<file path="src/oled_seq_map.svh">
// offsets-free constant map for the display reset and power sequencer
// assumes inclusion by the top module only
`ifndef OLED_SEQ_MAP_SVH
`define OLED_SEQ_MAP_SVH
`define CONTRAST_RESET 8'h7f
`define START_LINE_RESET 7'h00
`define COL_ADDR_RESET 7'h00
`define SEG_MAP_NORMAL 1'b0
`define COM_SCAN_NORMAL 1'b0
`define CLK_MHZ 250
`define SETTLE_MS 100
`define SETTLE_CYCLES (`SETTLE_MS * 1000 * `CLK_MHZ)
`endif

</file>
<file path="src/oled_seq_pkg.sv">
// types shared by the display reset and power sequencer
// assumes a single clock domain
package oled_seq_pkg;
  typedef enum logic [1:0] {
    MODE_480X128 = 2'h0,
    MODE_ALT = 2'h1
  } geom_mode_t;
  typedef enum logic [3:0] {
    ST_OFF = 4'h1,
    ST_ON = 4'h2,
    ST_DWN = 4'h4,
    ST_DONE = 4'h8
  } pwr_state_t;
endpackage

</file>
<file path="src/oled_power_reset_sequencer.sv">
// display driver reset defaults and panel supply settle tracking
// assumes inputs synchronous to I_CLK_SYS; host keeps supply order
`timescale 1ns/1ns
`include "oled_seq_map.svh"
module oled_power_reset_sequencer
  import oled_seq_pkg::*;
#(
  parameter int SETTLE_CYCLES = `SETTLE_CYCLES
) (
  input wire logic I_CLK_SYS,
  input wire logic I_RST,
  input wire logic I_CHIP_INIT_LOW_N,
  input wire logic I_PANEL_HIGH_VOLTAGE_SUPPLY,
  input wire logic i_cmd_display_on,
  input wire logic i_cmd_display_off,
  input wire logic i_cmd_contrast,
  input wire logic [7:0] i_contrast_val,
  input wire logic i_cmd_start_line,
  input wire logic [6:0] i_start_line_val,
  input wire logic i_cmd_col_addr,
  input wire logic [6:0] i_col_addr_val,
  input wire logic i_cmd_remap,
  input wire logic i_seg_remap_val,
  input wire logic i_com_scan_val,
  input wire logic i_cmd_mode,
  input wire logic [1:0] i_mode_val,
  output logic o_display_on,
  output logic [1:0] o_geom_mode,
  output logic o_seg_remap,
  output logic o_com_reverse,
  output logic [6:0] o_start_line,
  output logic [6:0] o_col_addr,
  output logic [7:0] o_contrast,
  output logic o_panel_settled,
  output logic o_panel_discharged
);
  // the chip reset pin acts as a second, synchronous reset source for the display registers; settle tracking ignores it
  logic init_active;
  assign init_active = !I_CHIP_INIT_LOW_N;

  logic [31:0] settle_cnt_reg;
  pwr_state_t state_reg;

  always_ff @(posedge I_CLK_SYS or posedge I_RST) begin
    if (I_RST) begin
      o_display_on <= 1'b0;
    end else if (init_active) begin
      o_display_on <= 1'b0;
    end else if (i_cmd_display_off) begin
      o_display_on <= 1'b0;
    end else if (i_cmd_display_on) begin
      o_display_on <= 1'b1;
    end
  end

  always_ff @(posedge I_CLK_SYS or posedge I_RST) begin
    if (I_RST) begin
      o_geom_mode <= MODE_480X128;
    end else if (init_active) begin
      o_geom_mode <= MODE_480X128;
    end else if (i_cmd_mode) begin
      o_geom_mode <= i_mode_val;
    end
  end

  always_ff @(posedge I_CLK_SYS or posedge I_RST) begin
    if (I_RST) begin
      o_seg_remap <= `SEG_MAP_NORMAL;
      o_com_reverse <= `COM_SCAN_NORMAL;
    end else if (init_active) begin
      o_seg_remap <= `SEG_MAP_NORMAL;
      o_com_reverse <= `COM_SCAN_NORMAL;
    end else if (i_cmd_remap) begin
      o_seg_remap <= i_seg_remap_val;
      o_com_reverse <= i_com_scan_val;
    end
  end

  always_ff @(posedge I_CLK_SYS or posedge I_RST) begin
    if (I_RST) begin
      o_start_line <= `START_LINE_RESET;
    end else if (init_active) begin
      o_start_line <= `START_LINE_RESET;
    end else if (i_cmd_start_line) begin
      o_start_line <= i_start_line_val;
    end
  end

  always_ff @(posedge I_CLK_SYS or posedge I_RST) begin
    if (I_RST) begin
      o_col_addr <= `COL_ADDR_RESET;
    end else if (init_active) begin
      o_col_addr <= `COL_ADDR_RESET;
    end else if (i_cmd_col_addr) begin
      o_col_addr <= i_col_addr_val;
    end
  end

  always_ff @(posedge I_CLK_SYS or posedge I_RST) begin
    if (I_RST) begin
      o_contrast <= `CONTRAST_RESET;
    end else if (init_active) begin
      o_contrast <= `CONTRAST_RESET;
    end else if (i_cmd_contrast) begin
      o_contrast <= i_contrast_val;
    end
  end

  // settle tracking only reports; the host still owns the 100 ms waits
  always_ff @(posedge I_CLK_SYS or posedge I_RST) begin
    if (I_RST) begin
      state_reg <= ST_OFF;
      settle_cnt_reg <= 32'h0;
      o_panel_settled <= 1'b0;
      o_panel_discharged <= 1'b1;
    end else begin
      unique case (state_reg)
        ST_OFF: begin
          if (I_PANEL_HIGH_VOLTAGE_SUPPLY) begin
            state_reg <= ST_ON;
            settle_cnt_reg <= 32'h0;
            o_panel_discharged <= 1'b0;
          end
        end
        ST_ON: begin
          if (!I_PANEL_HIGH_VOLTAGE_SUPPLY) begin
            state_reg <= ST_DWN;
            settle_cnt_reg <= 32'h0;
            o_panel_settled <= 1'b0;
          end else if (settle_cnt_reg >= 32'(SETTLE_CYCLES - 1)) begin
            o_panel_settled <= 1'b1;
          end else begin
            settle_cnt_reg <= settle_cnt_reg + 32'h1;
          end
        end
        ST_DWN: begin
          if (I_PANEL_HIGH_VOLTAGE_SUPPLY) begin
            state_reg <= ST_ON;
            settle_cnt_reg <= 32'h0;
          end else if (settle_cnt_reg >= 32'(SETTLE_CYCLES - 1)) begin
            state_reg <= ST_DONE;
            o_panel_discharged <= 1'b1;
          end else begin
            settle_cnt_reg <= settle_cnt_reg + 32'h1;
          end
        end
        ST_DONE: begin
          state_reg <= ST_OFF;
        end
      endcase
    end
  end

  a_init_display_off: assert property (@(posedge I_CLK_SYS) disable iff (I_RST)
    init_active |=> !o_display_on) else $error("display not off under chip init");
  a_init_geom_mode: assert property (@(posedge I_CLK_SYS) disable iff (I_RST)
    init_active |=> o_geom_mode == MODE_480X128) else $error("mode not default");
  a_init_mapping: assert property (@(posedge I_CLK_SYS) disable iff (I_RST)
    init_active |=> !o_seg_remap) else $error("segment map not normal");
  a_init_start_line: assert property (@(posedge I_CLK_SYS) disable iff (I_RST)
    init_active |=> o_start_line == 7'h00) else $error("start line not zero");
  a_init_col_addr: assert property (@(posedge I_CLK_SYS) disable iff (I_RST)
    init_active |=> o_col_addr == 7'h00) else $error("column counter not zero");
  a_init_com_scan: assert property (@(posedge I_CLK_SYS) disable iff (I_RST)
    init_active ##1 init_active |-> !o_com_reverse) else $error("com scan reversed");
  a_init_contrast: assert property (@(posedge I_CLK_SYS) disable iff (I_RST)
    $fell(I_CHIP_INIT_LOW_N) |=> o_contrast == 8'h7f) else $error("contrast not 7f");
  a_settle_not_early: assert property (@(posedge I_CLK_SYS) disable iff (I_RST)
    $rose(I_PANEL_HIGH_VOLTAGE_SUPPLY) |=> !o_panel_settled) else $error("settled too early");
  a_discharge_clear: assert property (@(posedge I_CLK_SYS) disable iff (I_RST)
    $fell(I_PANEL_HIGH_VOLTAGE_SUPPLY) |=> !o_panel_settled) else $error("settled after supply off");
  // load, hold and supply settle checks: init must keep every default while low, commands must land one edge later
  a_off_wins: assert property (@(posedge I_CLK_SYS) disable iff (I_RST)
    i_cmd_display_off |=> !o_display_on)
    else $error("display off command not honoured");
  a_on_accept: assert property (@(posedge I_CLK_SYS) disable iff (I_RST)
    !init_active && i_cmd_display_on && !i_cmd_display_off |=> o_display_on)
    else $error("display on command lost");
  a_init_contrast_hold: assert property (@(posedge I_CLK_SYS) disable iff (I_RST)
    init_active ##1 init_active |-> o_contrast == 8'h7f)
    else $error("contrast changed under chip init");
  a_init_seg_hold: assert property (@(posedge I_CLK_SYS) disable iff (I_RST)
    init_active ##1 init_active |-> !o_seg_remap)
    else $error("segment map changed under chip init");
  a_init_start_hold: assert property (@(posedge I_CLK_SYS) disable iff (I_RST)
    init_active ##1 init_active |-> o_start_line == 7'h00)
    else $error("start line changed under chip init");
  a_init_col_hold: assert property (@(posedge I_CLK_SYS) disable iff (I_RST)
    init_active ##1 init_active |-> o_col_addr == 7'h00)
    else $error("column counter changed under chip init");
  a_init_mode_hold: assert property (@(posedge I_CLK_SYS) disable iff (I_RST)
    init_active ##1 init_active |-> o_geom_mode == MODE_480X128)
    else $error("mode changed under chip init");
  a_contrast_load: assert property (@(posedge I_CLK_SYS) disable iff (I_RST)
    !init_active && i_cmd_contrast |=> o_contrast == $past(i_contrast_val))
    else $error("contrast load lost");
  a_remap_load: assert property (@(posedge I_CLK_SYS) disable iff (I_RST)
    !init_active && i_cmd_remap |=> o_seg_remap == $past(i_seg_remap_val) && o_com_reverse == $past(i_com_scan_val))
    else $error("mapping load lost");
  a_start_load: assert property (@(posedge I_CLK_SYS) disable iff (I_RST)
    !init_active && i_cmd_start_line |=> o_start_line == $past(i_start_line_val))
    else $error("start line load lost");
  a_settle_count: assert property (@(posedge I_CLK_SYS) disable iff (I_RST)
    $rose(o_panel_settled) |-> state_reg == ST_ON && settle_cnt_reg == 32'(SETTLE_CYCLES - 1))
    else $error("settled before full count");
  a_settle_only_on: assert property (@(posedge I_CLK_SYS) disable iff (I_RST)
    o_panel_settled |-> state_reg == ST_ON)
    else $error("settled outside supply on");
  a_discharge_done: assert property (@(posedge I_CLK_SYS) disable iff (I_RST)
    $rose(o_panel_discharged) |-> state_reg == ST_DONE)
    else $error("discharged before full count");
  a_discharge_low_on: assert property (@(posedge I_CLK_SYS) disable iff (I_RST)
    state_reg == ST_ON |-> !o_panel_discharged)
    else $error("discharged while supply on");
endmodule

</file>
<file path="config.mk">
export PLATFORM = sky130hd
export DESIGN_NAME = oled_power_reset_sequencer
export DESIGN_NICKNAME = d
export VERILOG_FILES = /design/src/oled_seq_pkg.sv /design/src/oled_power_reset_sequencer.sv
export VERILOG_INCLUDE_DIRS = /design/src /design/src/src
export SDC_FILE = /design/constraint.sdc
export NUM_CORES = 1
export LEC_CHECK = 0
export BUFFER_PORTS_ARGS = -buffer_cell sky130_fd_sc_hd__buf_2
export CAP_MARGIN = 20
export CORE_MARGIN = 1.5
export CORE_UTILIZATION = 55
export CTS_CLUSTER_DIAMETER = 60
export DETAILED_ROUTE_END_ITERATION = 10
export GPL_TIMING_DRIVEN = 0
export PLACE_DENSITY = 0.85
export SYNTH_ARGS = -nofsm -noshare
export SYNTH_HDL_FRONTEND = slang
export SYNTH_SLANG_ARGS = --single-unit
</file>
<file path="constraint.sdc">
create_clock -name I_CLK_SYS -period 2.4 [get_ports I_CLK_SYS]
set_input_delay 0.48 -clock I_CLK_SYS [delete_from_list [all_inputs] [get_ports I_CLK_SYS]]
set_output_delay 0.48 -clock I_CLK_SYS [all_outputs]
set_load 0.01 [all_outputs]
</file>
==> results.txt <==
Top cells by count, synth - dfrtp_1, mux2i_1, nand2_1
Synth Register Bits - 65
Worst setup SP type - flip-flop
Worst Hold Class - input pin to async pin
Cts hold-fix bufs - 0
Critical path arrival - 2520 ps
Slew of the pin with the lowest slew margin - 768.6 ps
Max-cap violations - 0
Final hold vios - 0
Largest net degree at the start of global routing - 38
Wirelength, routed - 6950 um
Critical path peak fanout - 7
Final worst-path cycle share - 93.82%
RSZ-0062 raised after global routing - false
WL met2 - 3342 um
Number of buffers added on ports - 62
Leakage - 1.811 nW
# H-tree levels - 3
Largest register FFs - 32
Outcome - finished clean
WP data required - 2670 ps
Final min period - 2252 ps
Placed Cells incl. Taps - 438
Max Used Layer - met4
Die Wd - 79.49 um
Skew-Pair Late Insertion Delay - 350 ps
Critical path's slowest cell - dfstp_2
Syn nets - 341
Drt via density - 5.843
Area growth, synth to finish - 20.68%
Cells after Synth - 303
Finished Core Util - 69.67%
Pins Over Slew Limit - 0
Clk sink count - 65
Slew HR - 48.68%
Placeable Area - 5574 sq um
Count leader, synth - dfrtp_1
Share of layout cells above drive strength 1 - 27.56%
Cell variety after synth - 45
CTS buffer count - 9
# IOs - 66
Ys async rst share - 100.0%
Cell taking the most area after synthesis - dfrtp_1
Initial drt markers - 138
Post-synth EDFFs - 0
Critical Path Max Stage Delay - 640 ps
HPWL Detailed - 5014 um
Fin area - 3884 sq um
GP Congestion - 0.8420
First-pass GRT wire length - 11410 um
Non-Filler Instances - 453
Fin nets - 414
FF-to-FF path depth - 5
Pwr Density - 725.9 nW/um^2
Post-CTS setup buffers - 0
DRT met1 WL - 3137 um
Vias - 2647
Worst Skew - 6.471 ps
TritonCTS clock tree - yes
Initial Util - 57.73%
Placement Rows - 27
DRC viols - 0
Grt ovf - 0
Critical-path cell list - nand4bb_4, a2bb2oi_1, or4b_4, or4_1, a21oi_1
Critical path endpoint category - flip-flop
Main synth FF type - dfrtp_1
Area contributors post-synth - dfrtp_1, mux2i_1, dfstp_2
Synth warnings - 0
Max VDD drop - 0.4758 mV
Number of global-route vias before repair - 2562
Initial antenna violation count - 0
Sequential area share after synthesis - 50.89%
Clock slew at reported path FFs - 70 ps
Post-DP Area - 3638 sq um
Die ar. - 6319 sq um
Fmax - 0.4441 GHz
Finish-stage setup viols - 0
Diode count - 0
GR Util All Layers - 23.54%
Wire per inst - 15.34 um
Die Ht - 79.49 um
TritonRoute pass-1 iters - 4
Post-synthesis cell area - 3218 sq um
Clock Path Buffers - 2
Mean post-synth cell area - 10.62 sq um
Final ANT Viol Nets - 0
Met3 routed WL - 352 um
Yosys top cell area share - 43.55%
Kind of critical path - flip-flop to flip-flop
CTS root buf - clkbuf_8
## layer usage
layer	up-vias	GRT usage, %
li1	1278	-
met1	1282	28.63
met2	74	40.00
met3	13	4.114
met4	0	11.93
met5	-	0
## layout make-up
type	instances	area, sq um
buffer	18	91.34
clock buffer	11	131.4
clock inverter	5	103.9
fill	420	1690
inverter	2	7.507
multi-input combinational	217	1491
sequential	65	1638
tap	72	90.09
timing repair buffer	63	330.3
## timing repair
action	4_1_cts	5_1_grt
resized for setup	2	8
setup endpoints to repair	17	19
pin swaps	0	1
gates cloned	0	0
## metrics by stage
stage	power [mW]	worst slack (ps)	hold slack (ps)	setup TNS [ps]
floorplan	1.558	308.4	454.5	0
global route	2.939	11.82	279.7	0
global placement	1.698	-433.3	466.8	-24210
finish	2.819	148.4	264.9	0
detailed placement	1.725	-84.67	473.4	-652.1
CTS	2.834	34.19	265.6	0
## cells in the final DEF, fill, tap and decap left out, types with 4 or more instances in the layout
cell and instances:
and2_1 9, and4_1 6, nand3_1 8, nor2b_1 19, nand2_1 23, clkbuf_2 4, o31ai_1 16, mux2i_1 29
dfstp_2 9, buf_2 65, nor2_1 9, nand4_1 8, clkbuf_8 9, and3_1 5, a21oi_1 20, o21ai_0 8
clkbuf_1 10, or3_1 5, or4_1 17, dfrtp_1 56
## cell families after synthesis
group / after synthesis / share of synthesized area, %
AO/OA/AOI/OAI: 58 / 11.63
multiplexers: 29 / 9.020
adder cells (fa/ha/maj): 1 / 0.3887
XOR/XNOR: 1 / 0.2722
AND/OR/NAND/NOR: 128 / 24.84
buffers and inverters: 21 / 2.955
flip-flops: 65 / 50.89
## report_power, final
group          switching, mW  total [mW]  internal (mW)
Sequential            0.0446        1.20           1.16
Clock                  0.418        1.11          0.691
Combinational          0.314       0.508          0.194
## final timing paths
path / from / to / slack (ps)
worst min-delay path: I_RST / o_seg_remap$_DFFE_PP0P_ / 260
worst max register to register: state_reg[0]$_DFFE_PP1P_ / settle_cnt_reg[23]$_DFFE_PP0P_ / 150
max in group asynchronous: I_RST / o_contrast[4]$_DFFE_PP1P_ / 1440
min in group I_CLK_SYS: i_cmd_display_off / o_display_on$_DFFE_PP0P_ / 280
worst min register to register: settle_cnt_reg[30]$_DFFE_PP0P_ / settle_cnt_reg[30]$_DFFE_PP0P_ / 490
worst max-delay path: state_reg[0]$_DFFE_PP1P_ / settle_cnt_reg[23]$_DFFE_PP0P_ / 150
## worst max-delay path: cells and delay by family (launching register included)
kind               cells  cell delay, ps
AOI/OAI and AO/OA      2             340
DFF                    1             640
and+or+nand+nor        3            1200
No activity file was read; power rests on OpenSTA's default activity.
